## config.mk

```make
export PLATFORM = sky130hd
export DESIGN_NAME = cbu_branch_unit
export DESIGN_NICKNAME = d
export VERILOG_FILES = /design/src/inc/cbu_pkg.sv /design/src/cbu_cond_eval.sv /design/src/cbu_branch_unit.sv
export VERILOG_INCLUDE_DIRS = /design/src /design/src/inc
export SDC_FILE = /design/constraint.sdc
export NUM_CORES = 1
export LEC_CHECK = 0
export BUFFER_PORTS_ARGS = -buffer_cell sky130_fd_sc_hd__buf_2
export CORE_ASPECT_RATIO = 0.8
export CORE_MARGIN = 2
export CORE_UTILIZATION = 52
export CTS_BUF_LIST = sky130_fd_sc_hd__clkbuf_4 sky130_fd_sc_hd__clkbuf_8
export DETAILED_ROUTE_END_ITERATION = 6
export GPL_TIMING_DRIVEN = 1
export PLACE_DENSITY_LB_ADDON = 0.15
export REMOVE_ABC_BUFFERS = 1
export SLEW_MARGIN = 0
export SYNTH_ARGS = -nofsm -noshare
export SYNTH_HDL_FRONTEND = slang
export SYNTH_SLANG_ARGS = --single-unit
```

## constraint.sdc

```tcl
create_clock -name clk_sys -period 2.6 [get_ports clk_sys]
set_input_delay 0.26 -clock clk_sys [delete_from_list [all_inputs] [get_ports clk_sys]]
set_output_delay 0.26 -clock clk_sys [all_outputs]
set_load 0.03 [all_outputs]
```

## src/inc/cbu_defines.svh

```systemverilog
// Purpose: Constants for the conditional branch unit
// Assumes: 16-bit instruction word, 21-bit byte program counter
// Notes: Opcode high bytes, phase counts and reset values
`ifndef CBU_DEFINES_SVH
`define CBU_DEFINES_SVH
`define CBU_OP_NEG_SET 8'hE6
`define CBU_OP_CARRY_CLR 8'hE3
`define CBU_OP_NEG_CLR 8'hE7
`define CBU_OP_OVF_CLR 8'hE5
`define CBU_OP_ZERO_CLR 8'hE1
`define CBU_PC_W 21
`define CBU_PC_RST 21'h000000
`define CBU_WORD_BYTES 21'h000002
`define CBU_PHASES 2'h3
`define CBU_FLAG_N 3
`define CBU_FLAG_OV 2
`define CBU_FLAG_Z 1
`define CBU_FLAG_C 0
`endif

```

## src/inc/cbu_pkg.sv

```systemverilog
// Purpose: Types for the conditional branch unit
// Assumes: Four phases per instruction cycle
// Notes: Phase and cycle-state enums
package cbu_pkg;
   typedef enum logic [1:0] {
      CBU_Q1 = 2'b00,
      CBU_Q2 = 2'b01,
      CBU_Q3 = 2'b10,
      CBU_Q4 = 2'b11
   } cbu_phase_e;
   typedef enum logic [1:0] {
      CBU_IDLE = 2'b00,
      CBU_EXEC = 2'b01,
      CBU_BUBBLE = 2'b10
   } cbu_state_e;
endpackage

```

## src/cbu_cond_eval.sv

```systemverilog
// Purpose: Match branch opcode and evaluate its flag condition
// Assumes: Flags arrive from the same clock domain
// Notes: Pure combinational
`timescale 1ns/10ps
`include "cbu_defines.svh"
module cbu_cond_eval (
   input wire logic [7:0] op_hi,
   input wire logic [3:0] flags,
   output logic is_branch,
   output logic cond_true
);
   wire logic m_n = (op_hi == `CBU_OP_NEG_SET);
   wire logic m_c = (op_hi == `CBU_OP_CARRY_CLR);
   wire logic m_nn = (op_hi == `CBU_OP_NEG_CLR);
   wire logic m_ov = (op_hi == `CBU_OP_OVF_CLR);
   wire logic m_z = (op_hi == `CBU_OP_ZERO_CLR);
   assign is_branch = m_n | m_c | m_nn | m_ov | m_z;
   assign cond_true = (m_n & flags[`CBU_FLAG_N])
      | (m_c & ~flags[`CBU_FLAG_C])
      | (m_nn & ~flags[`CBU_FLAG_N])
      | (m_ov & ~flags[`CBU_FLAG_OV])
      | (m_z & ~flags[`CBU_FLAG_Z]);
endmodule // cbu_cond_eval

```

## src/cbu_branch_unit.sv

```systemverilog
// Purpose: Decode and execute flag-conditioned relative branches
// Assumes: Core presents instruction and its address at Q1 with insn_valid
// Notes: Requests seen while busy are dropped; flags are read once, in Q3
`timescale 1ns/10ps
`include "cbu_defines.svh"
module cbu_branch_unit (
   input wire logic clk_sys,
   input wire logic rst,
   input wire logic insn_valid,
   input wire logic [15:0] insn_word,
   input wire logic [`CBU_PC_W-1:0] insn_addr,
   input wire logic [3:0] status_flags,
   output logic busy,
   output logic is_branch,
   output logic pc_write,
   output logic [`CBU_PC_W-1:0] pc_next,
   output logic cycle_done,
   output logic bubble,
   output logic [1:0] phase
);
   cbu_pkg::cbu_state_e state_reg, state_next;
   logic [1:0] phase_reg;
   logic [7:0] op_reg;
   logic [7:0] lit_reg;
   logic [`CBU_PC_W-1:0] addr_reg;
   logic taken_reg;
   logic pc_write_reg;
   logic [`CBU_PC_W-1:0] pc_next_reg;
   logic dec_branch;
   logic dec_cond;
   // Flags are only read, never driven: no flag output exists
   cbu_cond_eval u_eval (
      .op_hi(op_reg),
      .flags(status_flags),
      .is_branch(dec_branch),
      .cond_true(dec_cond)
   );
   // Group decode on the raw word; the evaluator sees only the latched copy
   wire logic [7:0] op_in = insn_word[15:8];
   wire logic op_in_branch = op_in inside {`CBU_OP_NEG_SET, `CBU_OP_CARRY_CLR,
      `CBU_OP_NEG_CLR, `CBU_OP_OVF_CLR, `CBU_OP_ZERO_CLR};
   wire logic idle = (state_reg == cbu_pkg::CBU_IDLE);
   // Requests while busy are dropped, not queued: the core must stall fetch
   wire logic start = idle && insn_valid && op_in_branch;
   wire logic exec_q3 = (state_reg == cbu_pkg::CBU_EXEC) && (phase_reg == cbu_pkg::CBU_Q3);
   // Flags are sampled only here, so a flag update in Q4 cannot steer this branch
   wire logic taken_now = dec_branch & dec_cond;
   wire logic last_phase = (phase_reg == `CBU_PHASES);
   // Sign-extend then double the offset
   wire logic [`CBU_PC_W-1:0] offs2 = {{(`CBU_PC_W-9){lit_reg[7]}}, lit_reg, 1'b0};
   wire logic [`CBU_PC_W-1:0] fall_addr = addr_reg + `CBU_WORD_BYTES;
   wire logic [`CBU_PC_W-1:0] jump_addr = fall_addr + offs2;

   always_comb begin
      state_next = state_reg;
      case (state_reg)
         cbu_pkg::CBU_IDLE: begin
            if (start) begin
               state_next = cbu_pkg::CBU_EXEC;
            end
         end
         cbu_pkg::CBU_EXEC: begin
            if (last_phase) begin
               // Taken branch pays one whole no-op cycle; the word fetched behind it is dropped
               state_next = taken_reg ? cbu_pkg::CBU_BUBBLE : cbu_pkg::CBU_IDLE;
            end
         end
         cbu_pkg::CBU_BUBBLE: begin
            if (last_phase) begin
               state_next = cbu_pkg::CBU_IDLE;
            end
         end
         default: state_next = cbu_pkg::CBU_IDLE;
      endcase
   end

   always_ff @(posedge clk_sys) begin
      if (rst) begin
         state_reg <= cbu_pkg::CBU_IDLE;
         phase_reg <= 2'h0;
      end else begin
         state_reg <= state_next;
         phase_reg <= (state_reg == cbu_pkg::CBU_IDLE) ? 2'h0 : phase_reg + 2'h1;
      end
   end

   // Q1 decode latches opcode and literal together, Q3 evaluates flags
   always_ff @(posedge clk_sys) begin
      if (rst) begin
         op_reg <= 8'h00;
         lit_reg <= 8'h00;
         addr_reg <= `CBU_PC_RST;
         taken_reg <= 1'b0;
      end else if (start) begin
         op_reg <= insn_word[15:8];
         lit_reg <= insn_word[7:0];
         addr_reg <= insn_addr;
         taken_reg <= 1'b0;
      end else if (exec_q3) begin
         taken_reg <= taken_now;
      end
   end

   // Q4 writes target if taken, else next word
   always_ff @(posedge clk_sys) begin
      if (rst) begin
         pc_write_reg <= 1'b0;
         pc_next_reg <= `CBU_PC_RST;
      end else if (exec_q3) begin
         pc_write_reg <= 1'b1;
         pc_next_reg <= taken_now ? jump_addr : fall_addr;
      end else begin
         // Target is kept between writes so the core may read it late
         pc_write_reg <= 1'b0;
      end
   end

   // Handshake outputs decode straight from state; data outputs are registered
   assign busy = (state_reg != cbu_pkg::CBU_IDLE);
   assign is_branch = busy;
   assign pc_write = pc_write_reg;
   assign pc_next = pc_next_reg;
   assign phase = phase_reg;
   assign bubble = (state_reg == cbu_pkg::CBU_BUBBLE);
   assign cycle_done = busy && last_phase && state_next == cbu_pkg::CBU_IDLE;
endmodule // cbu_branch_unit

```

* Word-level counts from Yosys, hierarchy flattened
Index checks and enable logic that the tools add are counted.
Word-level totals: output and inout port bits 28, word-level logic and storage cells 61, register bits after elaboration 64
Operators by class: bitwise operators 18, equal/unequal tests 14, reduce and logical (&&, ||, !) cells 11, add/subtract/negate cells 3, muxes and demuxes 7
Operators with widths (count):
- $eq 8x8->1 const B | 10
- $add 21x2->21 const B | 1
- $add 21x21->21 | 1
- $mux 21 | 1
- $mux 2 | 4
- $or 1x1->1 | 8
- $and 1x1->1 | 6
- $eq 2x2->1 const B | 3
- $pmux 2 s3 | 1
- $logic_and 1x1->1 | 5
- $reduce_bool 5->1 | 1
- $logic_not 2->1 | 2
- $not 1->1 | 4
- $reduce_or 2->1 | 2
- $add 2x1->2 const B | 1
- $eq 2x1->1 const B | 1
- $reduce_bool 2->1 | 1
- $mux 1 | 1

* Depth between registers and ports, before layout
Gate-level depths: netlist (run 1).
depth in word-level cells 8, gate-level depth with buffers 13, depth with buffers taken out 13

* Modules after synthesis
Synthesis (run 1) repeated with hierarchy kept, for this count alone.
Unflattened totals: cells, all modules 514, area total of the unflattened synthesis 3918.8 um^2
Modules (own cells, without submodules):
- cbu_branch_unit | cells each 504, sequential area each 1281.2 um^2, instances 1, area each 3841.2 um^2
- cbu_cond_eval | cells each 10, sequential area each 0.0 um^2, instances 1, area each 77.6 um^2

* Least setup slack after synthesis (run 1)
No wires, ideal clock.
path kind reg-to-reg, start register addr_reg[1], end register pc_next_reg[20], in the netlist pc_next[20], setup time 0.122 ns, path slack -0.168 ns, data arrival time 2.646 ns, cell stages (with the launch flop) 13, clock period less this slack 2.768 ns, cell sequence dfxtp_1 -> ha_1 -> nand3_1 -> nor2_1 -> xor2_1 -> ha_1 -> a21oi_1 -> o21ai_0 -> o21bai_1 -> o211a_1 -> o211ai_1 -> a21oi_1 -> a311o_1
On the way: word-level cells in the longest chain between the ends 3
Ends and longest elaborated chain:
- start, declared | RTL line cbu_branch_unit.sv:25 | logic [`CBU_PC_W-1:0] addr_reg;
- start signal, assigned | RTL line cbu_branch_unit.sv:92 | addr_reg <= `CBU_PC_RST;
- start signal, assigned | RTL line cbu_branch_unit.sv:97 | addr_reg <= insn_addr;
- $add 21x2->21 (no line) (*)
- $add 21x21->21 | RTL line cbu_branch_unit.sv:52 | wire logic [`CBU_PC_W-1:0] jump_addr = fall_addr + offs2;
- $mux 21 (*) | RTL line cbu_branch_unit.sv:111 | pc_next_reg <= taken_now ? jump_addr : fall_addr;
- end signal, assigned | RTL line cbu_branch_unit.sv:108 | pc_next_reg <= `CBU_PC_RST;
- end signal, assigned | RTL line cbu_branch_unit.sv:111
- end, declared | RTL line cbu_branch_unit.sv:28 | logic [`CBU_PC_W-1:0] pc_next_reg;
Mark *: on every way between the ends. The rest lies on a longest branch, timed or not. A chain may end at the register's enable or synchronous reset.

* Final worst setup path (run 1)
start register addr_reg[5], end register pc_next_reg[19], in the netlist pc_next[19]
The elaborated chain is that of the path after synthesis.

==> metrics.yaml, run 1 <==
run_status:
  status: "finished with violations"
  violations: "setup timing"
worst_setup_path:
  rr_worst_depth: 13
  cp_max_fo: 5
  critPathRequiredTime_ns: 2.84
  start_kind: "register"
  worstPathArrival_ns: 3.16
  crit_type: "reg -> reg"
  critPathCaptureType: "register"
  reg2reg_setup_slack_ns: -0.32
  r2r-end: "pc_next[19]$_SDFFE_PP0P_"
  regToRegStartpoint: "addr_reg[5]$_SDFFE_PP0P_"
logic_synthesis:
  synth_edf_count: 0
  synth_flop_cell: "dfxtp_1"
  netlist_top_cells_area: "dfxtp_1 (33%), a21oi_1 (8.7%), nand2_1 (8.6%)"
  synth_top_cell_area_share_pct: 33.4
  postSynthAreaPerCell_sq_um: 7.81
  syn_area_sq_um: 3830
  yosysWarnings: 0
  synth_largest_area_cell: "dfxtp_1"
  postSynth.asyncResetShare_pct: 0
  synth-seq-area-share_pct: 33.4
  synth_cell_types: 50
  synth_seq_cells: 64
  synthCells: 491
detailed_routing:
  avgRoutedWirePerCell_microns: 18.5
  drtAntennaViolNets: 0
  drtIter0Drc: 352
  wirelength_microns: 13900
  via_per_inst: 6.06
  num_vias: 4552
  dr.pass1.iters: 5
  drcViolationCount: 0
sta:
  period_minus_slack_ns: 2.92
  tightest_slew_ns: 0.920
  setup_slack_ns: -0.317
  final.period_utilization_pct: 112
  maxSlewViolCount: 0
  grt_setup_unrepaired: "true"
  finalSetupViolations: 7
  fin_skew_ns: 0.0130
  timing_hold_violations_final: 0
  fmax_ghz: 0.343
  slew_headroom_pct: 38.6
  setup_tns_ns: -1.50
global_routing:
  overflow: 0
  grt_usage_pct: 31.0
  grt_first_pass_wirelength_microns: 19600
  first_global_vias: 4141
  antenna_found_initial: 0
  grt_max_degree: 50
hold_path:
  hold_path.class: "in -> reg"
  hp-start: "insn_addr[14]"
  min_to: "addr_reg[14]$_SDFFE_PP0P_"
  hold_depth: 3
floorplanning:
  core_area_sq_um: 7030
  start_util_pct: 54.6
  io_pins: 72
  die_w_microns: 100
  die-area_sq_um: 8080
  die_h_microns: 80.8
  rows: 27
final_layout:
  final_util_pct: 82.1
  layout-area-overhead-vs-synth_pct: 50.4
  fin_area_sq_um: 5770
  drive_gt1_share_pct: 42.6
  antenna_cells: 0
  fin_nets: 730
flow_run:
  cap_violations: 0
cts:
  clockBufferDepth: 2
  cts-root-buf: "clkbuf_8"
  clock_latency_ns: 0.36
  cts_made_buffers: 9
  clkSlewWorstSetupHoldPaths_ns: 0.08
  clkSinkCount: 64
  h-tree-depth: 3
  ctsHoldBuffers: 0
  cts_tree: "yes"
pwr:
  power_leakage_nw: 2.60
  p_per_area_nw_per_um2: 344
  peakVddDrop_mv: 0.398
place:
  portBuffers: 71
  placed_area_sq_um: 4870
  place_congestion: 0.926
  place_ws_ns: -0.351
  dp_hpwl_microns: 8240
how the worst max path moves through the flow:
stage,startpoint,to,slack [ns]
final,addr_reg[5]$_SDFFE_PP0P_,pc_next[19]$_SDFFE_PP0P_,-0.32
after detailed placement,addr_reg[5]$_SDFFE_PP0P_,pc_next[19]$_SDFFE_PP0P_,-0.35
after global placement,addr_reg[6]$_SDFFE_PP0P_,pc_next[20]$_SDFFE_PP0P_,-0.18
after floorplan,addr_reg[1]$_SDFFE_PP0P_,pc_next[20]$_SDFFE_PP0P_,-0.17
after CTS,addr_reg[11]$_SDFFE_PP0P_,pc_next[19]$_SDFFE_PP0P_,-0.08
after global routing,addr_reg[5]$_SDFFE_PP0P_,pc_next[19]$_SDFFE_PP0P_,-0.38
cells in the final DEF (no fill, tap or decap), types with 5 or more instances in the layout:
| master | instances |
|---|---|
| nor2_2 | 5 |
| dfxtp_2 | 6 |
| xor2_1 | 11 |
| nand2_1 | 86 |
| nor3_1 | 7 |
| nor2b_1 | 6 |
| nand4_1 | 7 |
| a21oi_2 | 12 |
| buf_4 | 106 |
| inv_1 | 8 |
| xnor2_2 | 8 |
| ha_4 | 8 |
| nor2_4 | 5 |
| a211oi_1 | 8 |
| ha_1 | 17 |
| clkbuf_8 | 10 |
| mux2i_1 | 10 |
| buf_2 | 71 |
| nor2_1 | 30 |
| o21ai_0 | 11 |
| and3_1 | 6 |
| xnor2_1 | 6 |
| dfxtp_1 | 58 |
| nand3_1 | 8 |
| o21ai_2 | 7 |
| a21oi_1 | 54 |
through the flow:
| stage | std cells | power, W | hold WS, ns |
|---|---|---|---|
| 2_1_floorplan | 467 | 0.00103 | 0.329 |
| 3_3_place_gp | 712 | 0.00109 | 0.435 |
| 3_5_place_dp | 712 | 0.00109 | 0.447 |
| 4_1_cts | 740 | 0.00198 | 0.126 |
| 5_1_grt | 751 | 0.00204 | 0.126 |
| 6_report | 751 | 0.00198 | 0.127 |
cells by family (layout without fill, tap and decap cells):
logic type | after synthesis | in the layout | synth area share, %
compound gates | 134 | 134 | 20.9
xor+xnor | 31 | 31 | 7.08
fa+ha+maj | 27 | 27 | 9.01
buf+inv | 32 | 205 | 3.36
flops | 64 | 64 | 33.4
mux | 10 | 10 | 2.61
simple gates | 193 | 193 | 23.6
worst max-delay path, cell delays in order, from the launching register on:
cell      delay (ns)
dfxtp_2         0.34
and4_4          0.29
nand4_4         0.16
nor2_4          0.18
xor2_2          0.22
ha_1            0.31
nand2_1         0.16
buf_4           0.14
nor3_2          0.04
nor2_1          0.23
a211oi_2        0.08
o31ai_2         0.30
nor4_1          0.10
a221o_1         0.26
per-layer routing:
metal  up-vias  GRT usage, %  routed length (microns)
met5         -             0                        0
met4         0          9.04                      601
met3        69          6.71                     1250
met2       292          53.6                     6360
met1      2114          39.5                     5710
li1       2077             -                        -
synthesized netlist by cell type, types with 10 or more instances:
master    number
nand3_1       12
clkbuf_1      18
xnor2_1       15
dfxtp_1       64
nor3_1        10
o21ai_0       22
xor2_1        16
nor2_1        40
ha_1          26
a211oi_1      12
nand2_1       88
a21oi_1       67
mux2i_1       10
power by group:
part | internal, W | switching [W] | leakage (nW)
Clock | 0.000478 | 0.000422 | 0.103
Combinational | 0.0000443 | 0.0000535 | 1.98
Sequential | 0.000983 | 0.00000273 | 0.519
Total | 0.00150 | 0.000478 | 2.60
area by class of cell:
type / instances / area [sq um]
clock inverters: 5 / 56.3
inverters: 8 / 30.0
well taps: 87 / 109
repair buffers: 181 / 1200
fillers: 409 / 1260
clock buffers: 11 / 145
multi-input cells: 395 / 2940
flip-flops and latches: 64 / 1290
what timing repair did:
action                     CTS  global route
setup buffers               12            12
gates cloned                 0             0
pin swaps                   34            37
gates resized for setup     66            45
setup endpoints to repair   11            14
Note: power is estimated with default switching activity, not from simulation.
==> run 2, diff against run 1 <==
BUFFER_PORTS_ARGS = default   (was -buffer_cell sky130_fd_sc_hd__buf_2)
CORE_UTILIZATION = 55   (was 52)
DONT_BUFFER_PORTS = 1   (was default)
clock period = 2.58 ns   (was 2.6 ns; I/O delays follow)
==> metrics.yaml, run 2 (synthesis gave the netlist of run 1 again) <==
cts:
  h-tree-depth: 3
  clkSinkCount: 64
  cts_tree: "yes"
  clockBufferDepth: 2
  clock_latency_ns: 0.36
  clkSlewWorstSetupHoldPaths_ns: 0.08
  cts-root-buf: "clkbuf_8"
  cts_made_buffers: 9
run_status:
  violations: "setup timing"
  status: "finished with violations"
worst_setup_path:
  slowest_stage: "dfxtp_2"
  worstPathArrival_ns: 3.06
  reg2reg_setup_slack_ns: -0.23
  critical-path-top-delay-family: "compound AO/OA/AOI/OAI gates"
  cp_num_buf_inv: 1
  r2r-end: "pc_next[20]$_SDFFE_PP0P_"
  crit_start: "addr_reg[6]$_SDFFE_PP0P_"
  cp_max_fo: 4
  crit_top_cell: "a21oi_1"
  critPathRequiredTime_ns: 2.83
  crit_type: "reg -> reg"
  start_kind: "register"
  slowest_delay_ns: 0.34
  critPathCaptureType: "register"
  path_cells: "and4_4 -> nand3_4 -> buf_4 -> nor3_4 -> xor2_2 -> ha_1 -> a21oi_1 -> o21ai_2 -> a22oi_1 -> o211a_1 -> a21oi_1 -> a311o_1"
  regToRegStartpoint: "addr_reg[6]$_SDFFE_PP0P_"
  rr_worst_depth: 12
sta:
  setup_slack_ns: -0.227
  fmax_ghz: 0.356
  timing.hold.ws_ns: 0.0237
  timing_hold_violations_final: 0
  fin_skew_ns: 0.00746
  tightest_slew_ns: 0.648
  final.period_utilization_pct: 109
  period_minus_slack_ns: 2.81
  setup_tns_ns: -1.07
  finalSetupViolations: 10
  maxSlewViolCount: 0
  grt_setup_unrepaired: "true"
  slew_headroom_pct: 56.7
final_layout:
  fillerInstances: 456
  register_area_sq_um: 1290
  final_util_pct: 78.1
  multi_input_area_sq_um: 2890
  final_cell_count_no_fill: 674
  final_common_cell: "buf_4"
  drive_gt1_share_pct: 35.1
  final_cell_mix: "buf_4 (99), nand2_1 (85), dfxtp_1 (57)"
  antenna_cells: 0
  layout-area-overhead-vs-synth_pct: 39.0
  fin_nets: 653
pwr:
  p_sw_w: 0.000480
  sw_frac_of_total_pct: 25.2
  p_int_w: 0.00142
  combPwrFrac_pct: 3.3
  peakVddDrop_mv: 0.486
  pwr-share-seq_pct: 52.2
  power_frac_clock_pct: 44.5
  power_leakage_nw: 2.26
  p_per_area_nw_per_um2: 357
detailed_routing:
  dr.pass1.iters: 5
  num_vias: 4051
  via_per_inst: 6.01
  avgRoutedWirePerCell_microns: 17.7
  drcViolationCount: 0
  drtIter0Drc: 333
  wirelength_microns: 11900
  drtAntennaViolNets: 0
place:
  portBuffers: 0
  place_ws_ns: -0.280
  post-place-cells: 645
  dp_hpwl_microns: 7830
  place_congestion: 0.902
global_routing:
  grt_max_degree: 51
  grt_usage_pct: 30.2
  first_global_vias: 3878
  overflow: 0
  grt_first_pass_wirelength_microns: 18400
  antenna_found_initial: 0
floorplanning:
  rows: 27
  die-area_sq_um: 7660
  die_h_microns: 78.7
  core_area_sq_um: 6820
  start_util_pct: 56.2
  die_w_microns: 97.3
  io_pins: 72
hold_path:
  hold_depth: 2
  hold_path.class: "in -> reg"
  min_to: "addr_reg[2]$_SDFFE_PP0P_"
  hp-start: "insn_addr[2]"
flow_run:
  cap_violations: 0
run 2: layout make-up:
type                       count  share of cell area [%]
multi-input combinational    395                    54.3
inverter                       8                   0.564
clock buffer                  11                    2.84
clock inverter                 5                   0.728
sequential                    64                    24.2
timing repair buffer         104                    15.3
tap                           87                    2.04
run 2: metal layers:
metal | part of all wire (%) | vias to the layer above | track usage (%)
li1 | - | 1923 | -
met2 | 47 | 196 | 49.6
met3 | 7.2 | 38 | 9.08
met1 | 43 | 1894 | 38.4
met4 | 2.6 | 0 | 9.44
met5 | 0 | - | 0
run 2: repair_timing:
action,CTS,global route
cloned,0,0
gates resized for setup,64,41
hold endpoints to repair,50,1
setup endpoints to repair,13,14
buffers inserted,8,3
pin swaps,38,25
hold buffers,1,1
run 2: power by group through the flow:
stage | clock [W] | combinational (W) | sequential, W
2_1_floorplan | 0 | 0.0000221 | 0.00102
3_3_place_gp | 0 | 0.0000387 | 0.00102
3_5_place_dp | 0 | 0.0000401 | 0.00102
4_1_cts | 0.000847 | 0.0000581 | 0.000993
5_1_grt | 0.000892 | 0.0000681 | 0.000993
6_report | 0.000846 | 0.0000634 | 0.000993
run 2: how the worst max path moves through the flow:
stage	end	slack [ns]	cells after the start
2_1_floorplan	pc_next[20]$_SDFFE_PP0P_	-0.19	12
3_3_place_gp	pc_next[19]$_SDFFE_PP0P_	-0.20	13
3_5_place_dp	pc_next[20]$_SDFFE_PP0P_	-0.28	12
4_1_cts	pc_next[19]$_SDFFE_PP0P_	-0.12	11
5_1_grt	pc_next[19]$_SDFFE_PP0P_	-0.34	13
6_report	pc_next[20]$_SDFFE_PP0P_	-0.23	12
run 2: worst reg2reg max path, stage by stage (launching register included):
cell and delay [ns]:
dfxtp_2 0.34, and4_4 0.28, nand3_4 0.12, buf_4 0.18
nor3_4 0.20, xor2_2 0.22, ha_1 0.31, a21oi_1 0.22
o21ai_2 0.10, a22oi_1 0.20, o211a_1 0.19, a21oi_1 0.07
a311o_1 0.27
run 2: stage by stage:
step	area [sq um]	total power (W)
floorplan	3730	0.00104
global placement	4550	0.00105
detailed placement	4550	0.00106
CTS	5130	0.00190
global route	5330	0.00195
finish	5330	0.00190
